<file path="src/core/usb_cmd_pkg.sv">
// constants, types and helpers for the command and status register block
// assumes a 250 MHz controller clock and a 32-bit APB register port
package usb_cmd_pkg;

    // ==========================================================
    // bus geometry
    localparam int ADDR_W = 8; // byte address width seen by the slave
    localparam int DATA_W = 32; // APB data width
    localparam int STRB_W = 4; // byte strobes

    // ==========================================================
    // register offsets (byte addresses)
    localparam logic [7:0] CMD_STATUS_OFF = 8'h00; // command_status
    localparam logic [7:0] CTRL_AUX_OFF = 8'h04; // functional state, routing, mask
    localparam logic [7:0] EVT_STATUS_OFF = 8'h08; // event_status, write one to clear

    // ==========================================================
    // command_status fields
    localparam int SOFT_RESET_BIT = 0; // soft_reset_request
    localparam int CTRL_PEND_BIT = 1; // control_list_pending
    localparam int BULK_PEND_BIT = 2; // bulk_list_pending
    localparam int OWN_REQ_BIT = 3; // ownership_request
    localparam int OVR_CNT_LSB = 16; // overrun counter, bits 17:16
    localparam int OVR_CNT_W = 2; // counter width

    // ==========================================================
    // control_aux fields
    localparam int FSTATE_LSB = 0; // functional_state_field, bits 1:0
    localparam int ROUTING_BIT = 2; // irq_routing_select
    localparam int OWN_EN_BIT = 3; // owner change event enable

    // ==========================================================
    // event_status fields
    localparam int OWN_FLAG_BIT = 0; // owner_change_flag
    localparam int OVR_FLAG_BIT = 1; // overrun_flag

    // ==========================================================
    // reset values
    localparam logic [OVR_CNT_W-1:0] OVR_CNT_RESET = 2'h0; // counter starts at 00b
    localparam logic [OVR_CNT_W-1:0] OVR_CNT_ONE = 2'h1; // increment step
    localparam logic [DATA_W-1:0] RDATA_ZERO = 32'h0; // unmapped and reserved read value

    // ==========================================================
    // timing
    localparam int CLK_PERIOD_NS = 4; // controller clock period
    localparam int SOFT_RESET_LIMIT_US = 10; // longest soft reset time
    localparam int SOFT_RESET_LIMIT_CYCLES = (SOFT_RESET_LIMIT_US * 1000) / CLK_PERIOD_NS; // rounded down
    localparam int SOFT_RESET_HOLD_CYCLES = 16; // time spent clearing, well under the limit
    localparam int HOLD_CNT_W = 5; // width of the hold counter
    localparam logic [HOLD_CNT_W-1:0] HOLD_LAST = 5'(SOFT_RESET_HOLD_CYCLES - 1);
    localparam logic [HOLD_CNT_W-1:0] HOLD_ZERO = 5'h0;
    localparam logic [HOLD_CNT_W-1:0] HOLD_ONE = 5'h1;

    // ==========================================================
    // types
    typedef enum logic [1:0] {
        FS_RESET = 2'b00,
        FS_RESUME = 2'b01,
        FS_OPERATIONAL = 2'b10,
        FS_SUSPEND = 2'b11
    } fstate_t;

    typedef enum logic [1:0] {
        SEQ_IDLE = 2'b00,
        SEQ_CLEAR = 2'b01,
        SEQ_WAIT = 2'b10
    } seq_state_t;

    // ==========================================================
    // true when a write carries a one in bit pos with its byte lane enabled
    function automatic logic wr_one(input logic [DATA_W-1:0] data, input logic [STRB_W-1:0] strb,
                                    input int pos);
        wr_one = data[pos] & strb[pos / 8];
    endfunction

endpackage

</file>
<file path="src/core/list_pending_tracker.sv">
// pending flag and run state for one descriptor list (control or bulk)
// assumes one-cycle pulses from the list engine and from the register decode
`timescale 1ns/100ps
module list_pending_tracker (
    input wire logic clk,
    input wire logic reset,
    input wire logic sw_set, // software wrote one to the pending bit
    input wire logic head, // engine at the head of the list
    input wire logic td_found, // engine found a transfer descriptor
    input wire logic list_end, // engine reached the end of the list
    input wire logic clear, // soft reset in progress
    output logic pending_ff,
    output logic running_ff
);
    import usb_cmd_pkg::*;

    // ==========================================================
    // pending flag
    // software set beats the hardware clear in the same cycle, so no
    // descriptor added during the head check is ever forgotten
    always_ff @(posedge clk) begin
        if (reset || clear) begin
            pending_ff <= 1'b0;
        end else if (sw_set) begin
            pending_ff <= 1'b1;
        end else if (running_ff && td_found) begin
            pending_ff <= 1'b1;
        end else if (head && pending_ff) begin
            pending_ff <= 1'b0;
        end
    end

    // ==========================================================
    // run state
    always_ff @(posedge clk) begin
        if (reset || clear) begin
            running_ff <= 1'b0;
        end else if (head) begin
            running_ff <= pending_ff;
        end else if (list_end) begin
            running_ff <= pending_ff;
        end
    end

endmodule // list_pending_tracker

</file>
<file path="src/core/soft_reset_sequencer.sv">
// timed sequence for the controller soft reset
// assumes start is a one-cycle pulse that only comes while idle
`timescale 1ns/100ps
module soft_reset_sequencer (
    input wire logic clk,
    input wire logic reset,
    input wire logic start,
    output logic busy,
    output logic done_ff
);
    import usb_cmd_pkg::*;

    seq_state_t state_ff; // sequence state
    seq_state_t nxt_state;
    logic [HOLD_CNT_W-1:0] hold_ff; // cycles spent waiting

    // ==========================================================
    // next state
    always_comb begin
        nxt_state = state_ff;
        case (state_ff)
            SEQ_IDLE: begin
                if (start) begin
                    nxt_state = SEQ_CLEAR;
                end
            end
            SEQ_CLEAR: begin
                nxt_state = SEQ_WAIT;
            end
            SEQ_WAIT: begin
                if (hold_ff == HOLD_LAST) begin
                    nxt_state = SEQ_IDLE;
                end
            end
            default: begin
                nxt_state = SEQ_IDLE;
            end
        endcase
    end

    // ==========================================================
    // state register
    always_ff @(posedge clk) begin
        if (reset) begin
            state_ff <= SEQ_IDLE;
        end else begin
            state_ff <= nxt_state;
        end
    end

    // ==========================================================
    // hold counter, bounded so the whole reset stays short
    always_ff @(posedge clk) begin
        if (reset || state_ff != SEQ_WAIT) begin
            hold_ff <= HOLD_ZERO;
        end else begin
            hold_ff <= hold_ff + HOLD_ONE;
        end
    end

    // ==========================================================
    // completion pulse
    always_ff @(posedge clk) begin
        if (reset) begin
            done_ff <= 1'b0;
        end else begin
            done_ff <= (state_ff == SEQ_WAIT) && (nxt_state == SEQ_IDLE);
        end
    end

    assign busy = (state_ff != SEQ_IDLE);

endmodule // soft_reset_sequencer

</file>
<file path="src/core/usb_host_command_status.sv">
// command and status register of a USB host controller, with APB slave
// assumes the list engine, overrun detector and handover logic give one-cycle pulses
// How it works
// driver writes one to request soft reset
// soft reset enters suspend, keeps routing
// no host bus access while soft reset suspended
// reset bit self-clears, done within 10 us
// soft reset never resets root hub
// driver sets control pending per new descriptor
// control pending zero: control list not started
// control pending one: start, clear bit
// found descriptor re-sets control pending bit
// driver sets bulk pending per new descriptor
// bulk pending zero: bulk list not started
// bulk pending one: start, clear bit
// found descriptor re-sets bulk pending bit
// ownership request raises owner change flag
// request clears after handover, stays clear
// two-bit overrun counter, wraps after three
// counter counts even with flag set
// functional states; suspend is 11b
// unmasked owner change gives immediate management irq
// command_status bit layout, others read zero
//
// Our own choices: the APB interface to the registers and the register addresses.
`timescale 1ns/100ps
module usb_host_command_status (
    input wire logic CLK,
    input wire logic RESET,
    input wire logic PSEL,
    input wire logic PENABLE,
    input wire logic PWRITE,
    input wire logic [usb_cmd_pkg::ADDR_W-1:0] PADDR,
    input wire logic [usb_cmd_pkg::DATA_W-1:0] PWDATA,
    input wire logic [usb_cmd_pkg::STRB_W-1:0] PSTRB,
    output logic [usb_cmd_pkg::DATA_W-1:0] PRDATA,
    output logic PREADY,
    output logic PSLVERR,
    input wire logic CTRL_HEAD,
    input wire logic CTRL_TD_FOUND,
    input wire logic CTRL_LIST_END,
    output logic CTRL_RUN,
    input wire logic BULK_HEAD,
    input wire logic BULK_TD_FOUND,
    input wire logic BULK_LIST_END,
    output logic BULK_RUN,
    input wire logic OVERRUN,
    input wire logic OWNER_HANDOVER_DONE,
    output logic OWNER_CHANGE_FLAG,
    output logic SYSTEM_MGMT_IRQ,
    output logic IRQ_ROUTING,
    output logic [1:0] FUNCTIONAL_STATE,
    output logic HOST_BUS_ENABLE,
    output logic ROOT_HUB_RESET,
    output logic OPS_CLEAR
);
    import usb_cmd_pkg::*;

    // twice the hold time: far inside the 10 us limit, and short enough for a delay range
    localparam int reset_limit_cyc = SOFT_RESET_HOLD_CYCLES + SOFT_RESET_HOLD_CYCLES;

    // ==========================================================
    // declarations
    logic soft_reset_ff; // soft_reset_request bit
    logic own_req_ff; // ownership_request bit
    logic own_flag_ff; // owner_change_flag
    logic own_en_ff; // owner change event enable
    logic ovr_flag_ff; // overrun_flag
    logic [OVR_CNT_W-1:0] ovr_cnt_ff; // scheduling overrun counter
    fstate_t fstate_ff; // functional_state_field
    logic routing_ff; // irq_routing_select
    logic smi_ff; // management interrupt
    logic bus_en_ff; // host bus access permitted
    logic hub_rst_ff; // root hub reset, hardware reset only
    logic [DATA_W-1:0] prdata_ff; // read data captured in setup
    logic ctrl_pend, ctrl_run, bulk_pend, bulk_run;
    logic sr_busy, sr_done;
    logic access, wr_en, wr_cmd, wr_aux, wr_evt;
    logic sr_start, ctrl_set, bulk_set, own_set;

    // ==========================================================
    // address decode
    function automatic logic addr_mapped(input logic [ADDR_W-1:0] a);
        addr_mapped = (a == CMD_STATUS_OFF) || (a == CTRL_AUX_OFF) || (a == EVT_STATUS_OFF);
    endfunction

    // ==========================================================
    // APB strobes: zero wait states, write lands at the access edge
    assign access = PSEL && PENABLE;
    assign wr_en = access && PWRITE && addr_mapped(PADDR);
    assign wr_cmd = wr_en && (PADDR == CMD_STATUS_OFF);
    assign wr_aux = wr_en && (PADDR == CTRL_AUX_OFF);
    assign wr_evt = wr_en && (PADDR == EVT_STATUS_OFF);
    assign PREADY = 1'b1;
    assign PSLVERR = access && !addr_mapped(PADDR);

    // software set strobes; writing zero to these bits has no effect
    assign sr_start = wr_cmd && wr_one(PWDATA, PSTRB, SOFT_RESET_BIT) && !soft_reset_ff;
    assign ctrl_set = wr_cmd && wr_one(PWDATA, PSTRB, CTRL_PEND_BIT) && !sr_busy;
    assign bulk_set = wr_cmd && wr_one(PWDATA, PSTRB, BULK_PEND_BIT) && !sr_busy;
    assign own_set = wr_cmd && wr_one(PWDATA, PSTRB, OWN_REQ_BIT) && !sr_busy;

    // ==========================================================
    // read data, captured in the setup cycle so PRDATA comes from a flop
    always_ff @(posedge CLK) begin
        if (RESET) begin
            prdata_ff <= RDATA_ZERO;
        end else if (PSEL && !PENABLE) begin
            prdata_ff <= RDATA_ZERO;
            case (PADDR)
                CMD_STATUS_OFF: begin
                    prdata_ff[SOFT_RESET_BIT] <= soft_reset_ff;
                    prdata_ff[CTRL_PEND_BIT] <= ctrl_pend;
                    prdata_ff[BULK_PEND_BIT] <= bulk_pend;
                    prdata_ff[OWN_REQ_BIT] <= own_req_ff;
                    prdata_ff[OVR_CNT_LSB +: OVR_CNT_W] <= ovr_cnt_ff;
                end
                CTRL_AUX_OFF: begin
                    prdata_ff[FSTATE_LSB +: 2] <= fstate_ff;
                    prdata_ff[ROUTING_BIT] <= routing_ff;
                    prdata_ff[OWN_EN_BIT] <= own_en_ff;
                end
                EVT_STATUS_OFF: begin
                    prdata_ff[OWN_FLAG_BIT] <= own_flag_ff;
                    prdata_ff[OVR_FLAG_BIT] <= ovr_flag_ff;
                end
                default: begin
                    prdata_ff <= RDATA_ZERO; // unmapped reads zero with an error
                end
            endcase
        end
    end

    // ==========================================================
    // soft reset request bit: set by software, cleared by the sequencer
    always_ff @(posedge CLK) begin
        if (RESET) begin
            soft_reset_ff <= 1'b0;
        end else if (sr_start) begin
            soft_reset_ff <= 1'b1;
        end else if (sr_done) begin
            soft_reset_ff <= 1'b0;
        end
    end

    soft_reset_sequencer u_seq (
        .clk(CLK),
        .reset(RESET),
        .start(sr_start),
        .busy(sr_busy),
        .done_ff(sr_done)
    );

    // clear level to the other operational registers of the controller, held while the sequencer is busy
    assign OPS_CLEAR = sr_busy;

    // ==========================================================
    // list pending trackers
    list_pending_tracker u_ctrl (
        .clk(CLK),
        .reset(RESET),
        .sw_set(ctrl_set),
        .head(CTRL_HEAD),
        .td_found(CTRL_TD_FOUND),
        .list_end(CTRL_LIST_END),
        .clear(sr_busy),
        .pending_ff(ctrl_pend),
        .running_ff(ctrl_run)
    );

    list_pending_tracker u_bulk (
        .clk(CLK),
        .reset(RESET),
        .sw_set(bulk_set),
        .head(BULK_HEAD),
        .td_found(BULK_TD_FOUND),
        .list_end(BULK_LIST_END),
        .clear(sr_busy),
        .pending_ff(bulk_pend),
        .running_ff(bulk_run)
    );

    assign CTRL_RUN = ctrl_run;
    assign BULK_RUN = bulk_run;

    // ==========================================================
    // ownership request, cleared once the handover is complete
    always_ff @(posedge CLK) begin
        if (RESET || sr_busy) begin
            own_req_ff <= 1'b0;
        end else if (own_set) begin
            own_req_ff <= 1'b1;
        end else if (OWNER_HANDOVER_DONE) begin
            own_req_ff <= 1'b0;
        end
    end

    // owner change flag: hardware set beats a software clear
    always_ff @(posedge CLK) begin
        if (RESET || sr_busy) begin
            own_flag_ff <= 1'b0;
        end else if (own_req_ff) begin
            own_flag_ff <= 1'b1;
        end else if (wr_evt && wr_one(PWDATA, PSTRB, OWN_FLAG_BIT)) begin
            own_flag_ff <= 1'b0;
        end
    end

    // management interrupt, one cycle after an unmasked flag
    always_ff @(posedge CLK) begin
        if (RESET) begin
            smi_ff <= 1'b0;
        end else begin
            smi_ff <= own_flag_ff && own_en_ff;
        end
    end

    // ==========================================================
    // overrun counter and flag; the counter ignores the flag state
    always_ff @(posedge CLK) begin
        if (RESET || sr_busy) begin
            ovr_cnt_ff <= OVR_CNT_RESET;
        end else if (OVERRUN) begin
            ovr_cnt_ff <= ovr_cnt_ff + OVR_CNT_ONE;
        end
    end

    always_ff @(posedge CLK) begin
        if (RESET || sr_busy) begin
            ovr_flag_ff <= 1'b0;
        end else if (OVERRUN) begin
            ovr_flag_ff <= 1'b1;
        end else if (wr_evt && wr_one(PWDATA, PSTRB, OVR_FLAG_BIT)) begin
            ovr_flag_ff <= 1'b0;
        end
    end

    // ==========================================================
    // control_aux: functional state, routing, event enable
    always_ff @(posedge CLK) begin
        if (RESET) begin
            fstate_ff <= FS_RESET;
        end else if (sr_busy) begin
            fstate_ff <= FS_SUSPEND;
        end else if (wr_aux && PSTRB[0]) begin
            fstate_ff <= fstate_t'(PWDATA[FSTATE_LSB +: 2]);
        end
    end

    // routing survives a soft reset, only hardware reset or a software write clears it
    always_ff @(posedge CLK) begin
        if (RESET) begin
            routing_ff <= 1'b0;
        end else if (wr_aux && PSTRB[0]) begin
            routing_ff <= PWDATA[ROUTING_BIT];
        end
    end

    always_ff @(posedge CLK) begin
        if (RESET || sr_busy) begin
            own_en_ff <= 1'b0;
        end else if (wr_aux && PSTRB[0]) begin
            own_en_ff <= PWDATA[OWN_EN_BIT];
        end
    end

    // ==========================================================
    // host bus permission: registered, so it drops the cycle after a reset starts or suspend is entered
    always_ff @(posedge CLK) begin
        if (RESET) begin
            bus_en_ff <= 1'b0;
        end else begin
            bus_en_ff <= (fstate_ff == FS_OPERATIONAL) && !sr_busy && !soft_reset_ff;
        end
    end

    // root hub reset follows the hardware reset alone
    always_ff @(posedge CLK) begin
        if (RESET) begin
            hub_rst_ff <= 1'b1;
        end else begin
            hub_rst_ff <= 1'b0;
        end
    end

    // ==========================================================
    // outputs
    assign PRDATA = prdata_ff;
    assign OWNER_CHANGE_FLAG = own_flag_ff;
    assign SYSTEM_MGMT_IRQ = smi_ff;
    assign IRQ_ROUTING = routing_ff;
    assign FUNCTIONAL_STATE = fstate_ff;
    assign HOST_BUS_ENABLE = bus_en_ff;
    assign ROOT_HUB_RESET = hub_rst_ff;
endmodule // usb_host_command_status

</file>
<file path="config.mk">
export PLATFORM = sky130hd
export DESIGN_NAME = usb_host_command_status
export DESIGN_NICKNAME = d
export VERILOG_FILES = /design/src/core/usb_cmd_pkg.sv /design/src/core/list_pending_tracker.sv /design/src/core/soft_reset_sequencer.sv /design/src/core/usb_host_command_status.sv
export SDC_FILE = /design/constraint.sdc
export NUM_CORES = 1
export LEC_CHECK = 0
export BUFFER_PORTS_ARGS = -buffer_cell sky130_fd_sc_hd__buf_4
export CORE_MARGIN = 5
export CORE_UTILIZATION = 30
export CTS_BUF_LIST = sky130_fd_sc_hd__clkbuf_16
export CTS_CLUSTER_DIAMETER = 60
export DETAILED_ROUTE_END_ITERATION = 12
export GPL_ROUTABILITY_DRIVEN = 0
export HOLD_SLACK_MARGIN = 0.06
export PLACE_DENSITY = 0.7
export SKIP_CTS_REPAIR_TIMING = 1
export SLEW_MARGIN = 0
export SYNTH_ARGS = -nofsm -noshare
export SYNTH_HDL_FRONTEND = slang
export SYNTH_HIERARCHICAL = 1
export SYNTH_SLANG_ARGS = --single-unit
export TNS_END_PERCENT = 30
</file>
<file path="constraint.sdc">
create_clock -name CLK -period 1.77 [get_ports CLK]
set_input_delay 0.177 -clock CLK [delete_from_list [all_inputs] [get_ports CLK]]
set_output_delay 0.177 -clock CLK [all_outputs]
set_load 0.05 [all_outputs]
</file>
## Yosys cells after proc, flatten, opt, wreduce, memory -nomap -nowiden

Index checks and enable logic that the tools add are counted.

| cells by class | value |
|---|---|
| add/sub/neg operators | 2 |
| equality and inequality tests | 7 |
| mux-type cells | 27 |
| bitwise operators | 4 |
| reductions and logical operators | 48 |

Operators with widths:

| cell | number |
|---|---|
| 1-bit logical AND | 27 |
| 1-bit 2-to-1 mux | 19 |
| 2-bit nonzero test | 8 |
| 2-bit one-hot mux with 3 select lines | 2 |
| 2-bit 2-to-1 mux | 5 |
| 8-bit by 3-bit == test with 1-bit output, second input constant | 1 |
| 8-bit by 4-bit == test with 1-bit output, second input constant | 1 |
| 8-bit zero test | 1 |
| 3-bit nonzero test | 2 |
| 5-bit by 1-bit adder with 5-bit output, second input constant | 1 |
| 5-bit by 4-bit == test with 1-bit output, second input constant | 1 |
| 1-bit bitwise AND | 4 |
| 2-bit == test, second input constant | 2 |
| 1-bit zero test | 4 |
| 2-bit zero test | 2 |
| 1-bit logical OR | 4 |
| 2-bit one-hot mux with 2 select lines | 1 |
| 2-bit by 1-bit adder with 2-bit output, second input constant | 1 |
| 2-bit by 1-bit == test with 1-bit output, second input constant | 1 |
| 2-bit inequality test, second input constant | 1 |

| word-level totals | value |
|---|---|
| bits in registers | 31 |
| input bits | 57 |
| output and inout port bits | 44 |
| word-level logic and storage cells | 107 |

## Depth between registers and ports, before layout

Gate-level depths: netlist of the first run.

| logic depth | value |
|---|---|
| depth after elaboration | 11 |
| gate-level depth with buffers | 6 |
| mapped depth without buffers | 5 |

## Hierarchy

Netlist of the first run, hierarchy kept.

By module, submodules not included:

| module | times used | cells an instance | area an instance (µm²) | seq. area each (µm²) |
|---|---|---|---|---|
| usb_host_command_status | 1 | 119 | 1,043.5 | 380.4 |
| soft_reset_sequencer | 1 | 29 | 309.0 | 160.2 |
| list_pending_tracker | 2 | 8 | 80.1 | 40.0 |

## Least setup slack after synthesis of the first run

OpenSTA, ideal clock, no wires.

| timing path | value |
|---|---|
| path kind | input to register |
| start point | input PADDR[1] (netlist name) |
| end point | register fstate_ff[0] (netlist: FUNCTIONAL_STATE[0]) |
| setup time | 0.132 ns |
| arrival time | 1.581 ns |
| data required time | 1.638 ns |
| path slack | 0.057 ns |
| stages on the path | 5 |
| buffers on the path | 1 |
| cell sequence | or4_4 -> or4_4 -> buf_6 -> mux2i_1 -> a21oi_1 |

| between the ends | value |
|---|---|
| word-level cells in the longest chain between the ends | 7 |
| elaborated cells between the ends (all ways) | 9 |
| classes of those cells | eq/ne: 2; reduce/logical: 7 |

Ends and longest elaborated chain:

| what | line | RTL |
|---|---|---|
| start, declared | usb_host_command_status.sv:33 | `input wire logic [usb_cmd_pkg::ADDR_W-1:0] PADDR,` |
| 8-bit by 3-bit == test with 1-bit output / 8-bit zero test (equally long branches) | usb_host_command_status.sv:84, usb_host_command_status.sv:92 |  |
| 1-bit logical OR (2 in a row) | usb_host_command_status.sv:84 | `addr_mapped = (a == CMD_STATUS_OFF) \|\| (a == CTRL_AUX_OFF) \|\| (a == EVT_STATUS_OFF);` |
| 1-bit logical AND | usb_host_command_status.sv:90 | `assign wr_en = access && PWRITE && addr_mapped(PADDR);` |
| 1-bit logical AND * | usb_host_command_status.sv:92 | `assign wr_aux = wr_en && (PADDR == CTRL_AUX_OFF);` |
| 1-bit logical AND * | usb_host_command_status.sv:245 | `end else if (wr_aux && PSTRB[0]) begin` |
| 2-bit nonzero test (no source line) * | -- |  |
| end signal, assigned | usb_host_command_status.sv:246 | `fstate_ff <= fstate_t'(PWDATA[FSTATE_LSB +: 2]);` |
| end, declared | usb_host_command_status.sv:70 | `fstate_t fstate_ff;` |

Every way passes the cells marked *; elsewhere a longest branch is shown, timed or not.
A chain may end at the register's enable or synchronous reset.

## Worst setup path after layout of the first run

| timing path | value |
|---|---|
| start point | input PADDR[1] (netlist name) |
| end point | output PSLVERR |

| between the ends | value |
|---|---|
| word-level cells in the longest chain between the ends | 5 |
| elaborated cells between the ends (all ways) | 7 |
| classes of those cells | eq/ne: 2; reduce/logical: 5 |

Ends and longest elaborated chain:

| what | line | RTL |
|---|---|---|
| 8-bit by 3-bit == test with 1-bit output / 8-bit zero test (equally long branches) | usb_host_command_status.sv:84 |  |
| 1-bit logical OR | usb_host_command_status.sv:84 |  |
| 1-bit logical OR * | usb_host_command_status.sv:84 |  |
| 1-bit zero test * | usb_host_command_status.sv:95 | `assign PSLVERR = access && !addr_mapped(PADDR);` |
| 1-bit logical AND * | usb_host_command_status.sv:95 |  |
| end, declared | usb_host_command_status.sv:38 | `output logic PSLVERR,` |

Marks and branches as above.

==> flow_metrics.env, run 1 <==
export IMPL_outcome="complete, no violations"
export IMPL_wl_met2_mm=1.64
export IMPL_hold_depth=2
export IMPL_cp_arrival_ps=1450
export IMPL_holdPathEnd="OWNER_CHANGE_FLAG"
export IMPL_cts_root_buf="clkbuf_16"
export IMPL_finalSetupTns_ps=0
export IMPL_yosysSeqAreaShare_pct=41.0
export IMPL_fin_crit_ps=1620
export IMPL_drt_iter0_drc=64
export IMPL_cts_htree_levels=2
export IMPL_final_util_pct=41.5
export IMPL_slew_violations=0
export IMPL_top_layer="met4"
export IMPL_dieWidth_um=81.0
export IMPL_via_count=1254
export IMPL_r2r_end="u_seq/state_ff[1]"
export IMPL_clk_pin_slew_ps=50
export IMPL_grt_setup_unrepaired="no"
export IMPL_dp_hpwl_mm=2.77
export IMPL_cts_max_path_buffers=2
export IMPL_grt_max_degree=25
export IMPL_crit_fanout=5
export IMPL_grtUsageTotal_pct=11.0
export IMPL_skew_ps=4.68
export IMPL_antenna_found_initial=0
export IMPL_synthTopCellsByArea="dfxtp_1 (41%), buf_4 (13%), mux2i_1 (4.0%)"
export IMPL_pre_cts_ws_ps=-60.2
export IMPL_syn_area_mm2=0.00151
export IMPL_yosys_area_top_type="dfxtp_1"
export IMPL_cellPowerDensity_mw_per_mm2=944
export IMPL_cap_violations=0
export IMPL_ant_nets=0
export IMPL_dieArea_mm2=0.00656
export IMPL_yosys_area_top_type_share_pct=41.0
export IMPL_r2r_start="u_seq/hold_ff[0]"
export IMPL_num_antenna_cells=0
export IMPL_pin_count=101
export IMPL_core_area_mm2=0.00482
export IMPL_final_common_cell="buf_4"
export IMPL_start_kind="input pin"
export IMPL_final_layout_size_suffix_gt1_share_pct=27.6
export IMPL_async_flop_share_pct=0
export IMPL_critPathKind="input pin to output port"
export IMPL_min_from="PWDATA[0]"
export IMPL_whs_ps=121
export IMPL_clock_power_share_pct=49.9
export IMPL_start_util_pct=31.4
export IMPL_drt_drc_violations_left=0
export IMPL_port_buffers=42
export IMPL_synth_cells=164
export IMPL_avgSynthCellArea_um2=9.22
export IMPL_sequentialPowerShare_pct=37.7
export IMPL_setup_ws_ps=145
export IMPL_vias_per_cell=4.46
export IMPL_r2r_cells=5
export IMPL_synthFlopType="dfxtp_1"
export IMPL_grt_pass1_wl_mm=5.48
export IMPL_met3_length_um=349
export IMPL_num_rows=25
export IMPL_nets=272
export IMPL_yosysWarnings=6
export IMPL_period_share_pct=91.8
export IMPL_cts_buffers_inserted=5
export IMPL_firstDrtPassIters=4
export IMPL_fmax_mhz=616
export IMPL_die_y_um=81.0
export IMPL_power_switching_uw=472
export IMPL_final_hold_viol_count=0
export IMPL_area_growth_pct=32.1
export IMPL_wirelength_mm=3.50
export IMPL_synthDistinctLibCells=38
export IMPL_p_int_mw=1.42
export IMPL_cp_required_ps=1590
export IMPL_clk_latency_ps=270
export IMPL_p_leak_nw=0.907
export IMPL_synth_edf_count=0
export IMPL_layout_common_cells="buf_4 (47), dfxtp_1 (31), conb_1 (27), nor2_1 (16), a21oi_1 (7)"
export IMPL_switching_share_pct=25.0
export IMPL_hp_class="input pin to register"
export IMPL_tritoncts="built"
export IMPL_setup_viol=0
export IMPL_wire_per_inst_um=12.4
export IMPL_comb_power_share_pct=12.4
export IMPL_gr_total_overflow=0
export IMPL_numClockSinks=31
export IMPL_ys_seq_elements=31
export IMPL_ir_drop_uv=366
export IMPL_grt_pass1_vias=1204
export IMPL_end_kind="output port"
export IMPL_rrSetupSlack_ps=340
export IMPL_wl_met1_mm=1.45
final cells by class:
class | instances | area (um^2)
inverters | 5 | 18.8
flip-flops and latches | 31 | 621
repair buffers | 47 | 353
well taps | 67 | 83.8
multi-input cells | 123 | 758
clock inverters | 3 | 38.8
fillers | 502 | 2820
clock buffers | 5 | 125
routing by layer:
| layer | track usage, % | up-vias |
|---|---|---|
| met5 | 0 | - |
| met4 | 5.57 | 0 |
| met3 | 3.88 | 5 |
| met2 | 17.5 | 46 |
| met1 | 13.0 | 586 |
| li1 | - | 617 |
how the worst max path moves through the flow:
stage | start | endpoint | slack (ps) | depth (start not counted)
6_report | PADDR[1] | PSLVERR | 150 | 6
5_1_grt | PADDR[1] | PSLVERR | 80 | 6
4_1_cts | PADDR[1] | PSLVERR | -60 | 6
3_5_place_dp | PADDR[1] | FUNCTIONAL_STATE[1] | -60 | 5
3_3_place_gp | PADDR[1] | FUNCTIONAL_STATE[0] | -40 | 5
2_1_floorplan | PADDR[1] | FUNCTIONAL_STATE[0] | 60 | 5
cell usage after synthesis (3+ instances only):
library cell / count
a211oi_1: 4
a21oi_1: 7
and3_1: 5
buf_4: 27
dfxtp_1: 31
inv_1: 5
mux2i_1: 6
nand2_1: 6
nand2b_1: 4
nand3_1: 3
nor2_1: 16
nor2b_1: 3
o21ai_0: 5
or3b_1: 4
power by group through the flow:
stage	Sequential, mW	Combinational, mW	Clock (mW)
2_1_floorplan	0.729	0.207	0
3_3_place_gp	0.725	0.228	0
3_5_place_dp	0.725	0.231	0
4_1_cts	0.711	0.231	0.963
5_1_grt	0.711	0.248	0.991
6_report	0.711	0.234	0.942
sequential cells by signal, summed over array words and instances (netlist names):
register and flops:
FUNCTIONAL_STATE 2, HOST_BUS_ENABLE 1, IRQ_ROUTING 1, OWNER_CHANGE_FLAG 1, PRDATA 6, ROOT_HUB_RESET 1, SYSTEM_MGMT_IRQ 1, ovr_cnt_ff 2
ovr_flag_ff 1, own_en_ff 1, own_req_ff 1, soft_reset_ff 1, u_bulk/pending_ff 1, u_bulk/running_ff 1, u_ctrl/pending_ff 1, u_ctrl/running_ff 1
u_seq/done_ff 1, u_seq/hold_ff 5, u_seq/state_ff 2
cell families (layout without fill, tap and decap cells):
kind of cell / Yosys count / count (layout) / share of synthesized area, %
simple gates: 56 / 56 / 21.4
buf+inv: 35 / 60 / 15.9
flops: 31 / 31 / 41.0
compound gates: 27 / 27 / 12.3
mux: 8 / 8 / 5.46
xor+xnor: 3 / 3 / 1.74
fa+ha+maj: 2 / 2 / 1.65
other cells: 2 / 27 / 0.496
through the flow:
step / cell area, um^2 / power [mW] / cells
CTS: 1980 / 1.91 / 280
global placement: 1810 / 0.953 / 272
global route: 2000 / 1.95 / 281
finish: 2000 / 1.89 / 281
floorplan: 1610 / 0.936 / 189
detailed placement: 1810 / 0.956 / 272
worst max-delay path, stage by stage:
cell and delay (ps):
buf_4 110, or4_4 580, a2111oi_4 210, buf_4 160
nor2_1 30, buf_4 180
No activity file was read; power rests on OpenSTA's default activity.
==> run 2: changes to the inputs <==
Settings changed: GPL_TIMING_DRIVEN set to 0.
==> run 2 against run 1 <==
Combinational power rose by 21%. Non-clock buffer count rose by 24. Clock power fell by 17%. Global-route usage rose by 0.53 points. Maximum frequency fell by 5.4%. Clock-buffer cell count did not move. Hold slack got worse by 3.3 ps. First-iteration DRC count rose by 9.4%. Sequential power barely moved. Critical endpoint is now u_bulk/pending_ff.
==> flow_metrics.env, run 2 (synthesis gave the netlist of run 1 again) <==
export IMPL_cts_root_buf="clkbuf_16"
export IMPL_drt_iter0_drc=70
export IMPL_period_share_pct=97.0
export IMPL_dp_hpwl_mm=2.85
export IMPL_nets=296
export IMPL_final_cells=305
export IMPL_p_int_mw=1.30
export IMPL_num_antenna_cells=0
export IMPL_cpPeakStageDelay_ps=580
export IMPL_cp_cell_sequence="buf_4 > or4_4 > nor4_2 > and3_1 > a21oi_1 > a211oi_1"
export IMPL_switching_share_pct=26.5
export IMPL_via_count=1300
export IMPL_outcome="complete, no violations"
export IMPL_dieArea_mm2=0.00656
export IMPL_slew_violations=0
export IMPL_final_common_cell="buf_4"
export IMPL_fmax_mhz=582
export IMPL_grt_max_degree=16
export IMPL_final_util_pct=44.7
export IMPL_ant_nets=0
export IMPL_p_leak_nw=1.02
export IMPL_setup_viol=0
export IMPL_fin_crit_ps=1720
export IMPL_cellPowerDensity_mw_per_mm2=824
export IMPL_end_kind="register"
export IMPL_tightest_slew_ps=557
export IMPL_cts_max_path_buffers=2
export IMPL_rrSetupSlack_ps=290
export IMPL_wire_per_inst_um=12.0
export IMPL_whs_ps=118
export IMPL_drt_drc_violations_left=0
export IMPL_placedInstanceArea_mm2=0.00200
export IMPL_vias_per_cell=4.26
export IMPL_final_hold_viol_count=0
export IMPL_clk_pin_slew_ps=50
export IMPL_wirelength_mm=3.65
export IMPL_port_buffers=41
export IMPL_clk_latency_ps=270
export IMPL_cp_required_ps=1960
export IMPL_setup_ws_ps=52.6
export IMPL_sequentialPowerShare_pct=40.1
export IMPL_numClockSinks=31
export IMPL_power_switching_uw=470
export IMPL_grt_pass1_vias=1241
export IMPL_hp_class="input pin to register"
export IMPL_crit_fanout=5
export IMPL_cts_buffers_inserted=5
export IMPL_clock_power_share_pct=44.0
export IMPL_cp_arrival_ps=1900
export IMPL_grt_pass1_wl_mm=5.60
export IMPL_final_area_mm2=0.00215
export IMPL_firstDrtPassIters=4
export IMPL_largest_reg_flops=6
export IMPL_antenna_found_initial=0
export IMPL_dp_cells=297
export IMPL_pin_count=101
export IMPL_cap_violations=0
export IMPL_tritoncts="built"
export IMPL_dieWidth_um=81.0
export IMPL_start_kind="input pin"
export IMPL_skew_ps=3.44
export IMPL_ir_drop_uv=365
export IMPL_cts_htree_levels=2
export IMPL_area_growth_pct=42.3
export IMPL_gr_total_overflow=0
export IMPL_layout_common_cells="buf_4 (68), dfxtp_1 (31), conb_1 (27), nor2_1 (16), a21oi_1 (7)"
export IMPL_num_rows=25
export IMPL_comb_power_share_pct=15.9
export IMPL_final_layout_size_suffix_gt1_share_pct=33.6
export IMPL_pre_cts_ws_ps=-365
export IMPL_die_y_um=81.0
export IMPL_slew_headroom_pct=62.5
export IMPL_grt_setup_unrepaired="no"
export IMPL_grtUsageTotal_pct=11.5
export IMPL_slowest_stage="or4_4"
export IMPL_start_util_pct=31.4
export IMPL_critPathKind="input pin to register"
export IMPL_core_area_mm2=0.00482
[run 2: changes by cell type in the layout (fill, tap and decap cells not counted), sizes merged]
| cell | change |
|---|---|
| bufinv | -1 |
| inv | +1 |
| clkbuf | +2 |
| buf | +22 |
[run 2: final cells by class]
cell class / instances / area [um^2]
plain buffers: 30 / 221
clock buffers: 5 / 125
clock inverters: 3 / 11.3
fillers: 504 / 2660
inverters: 5 / 18.8
multi-input cells: 123 / 764
flip-flops and latches: 31 / 621
well taps: 67 / 83.8
repair buffers: 41 / 308
[run 2: power groups by stage]
| stage | combinational (mW) | sequential, mW | clock (mW) |
|---|---|---|---|
| 2_1_floorplan | 0.207 | 0.729 | 0 |
| 3_3_place_gp | 0.274 | 0.725 | 0 |
| 3_5_place_dp | 0.276 | 0.726 | 0 |
| 4_1_cts | 0.277 | 0.711 | 0.811 |
| 5_1_grt | 0.300 | 0.712 | 0.837 |
| 6_report | 0.282 | 0.712 | 0.781 |
[run 2: worst max-delay path, delay by kind of cell]
kind            cells  cell delay [ps]
compound gates      2              260
simple gates        3             1370
buf+inv             1              110
[run 2: final timing paths]
path / start / end / cells past startpoint
hold reg to reg: u_seq/hold_ff[0] / u_seq/hold_ff[0] / 1
setup reg to reg: u_seq/state_ff[0] / u_bulk/pending_ff / 5
hold / removal: PWDATA[1] / ovr_flag_ff / 2
setup / recovery: PADDR[1] / u_bulk/pending_ff / 6
[run 2: metal layers]
layer	vias up	wire [um]	GRT usage, %
li1	664	-	-
met1	576	1510	13.1
met2	51	1680	18.1
met3	9	350	3.99
met4	0	102	7.60
met5	-	0	0
[run 2: metrics by stage]
stage	power [mW]	TNS (ps)
global route	1.85	0
global placement	0.999	-1670
floorplan	0.936	0
detailed placement	1.00	-1770
CTS	1.80	-231
finish	1.77	0
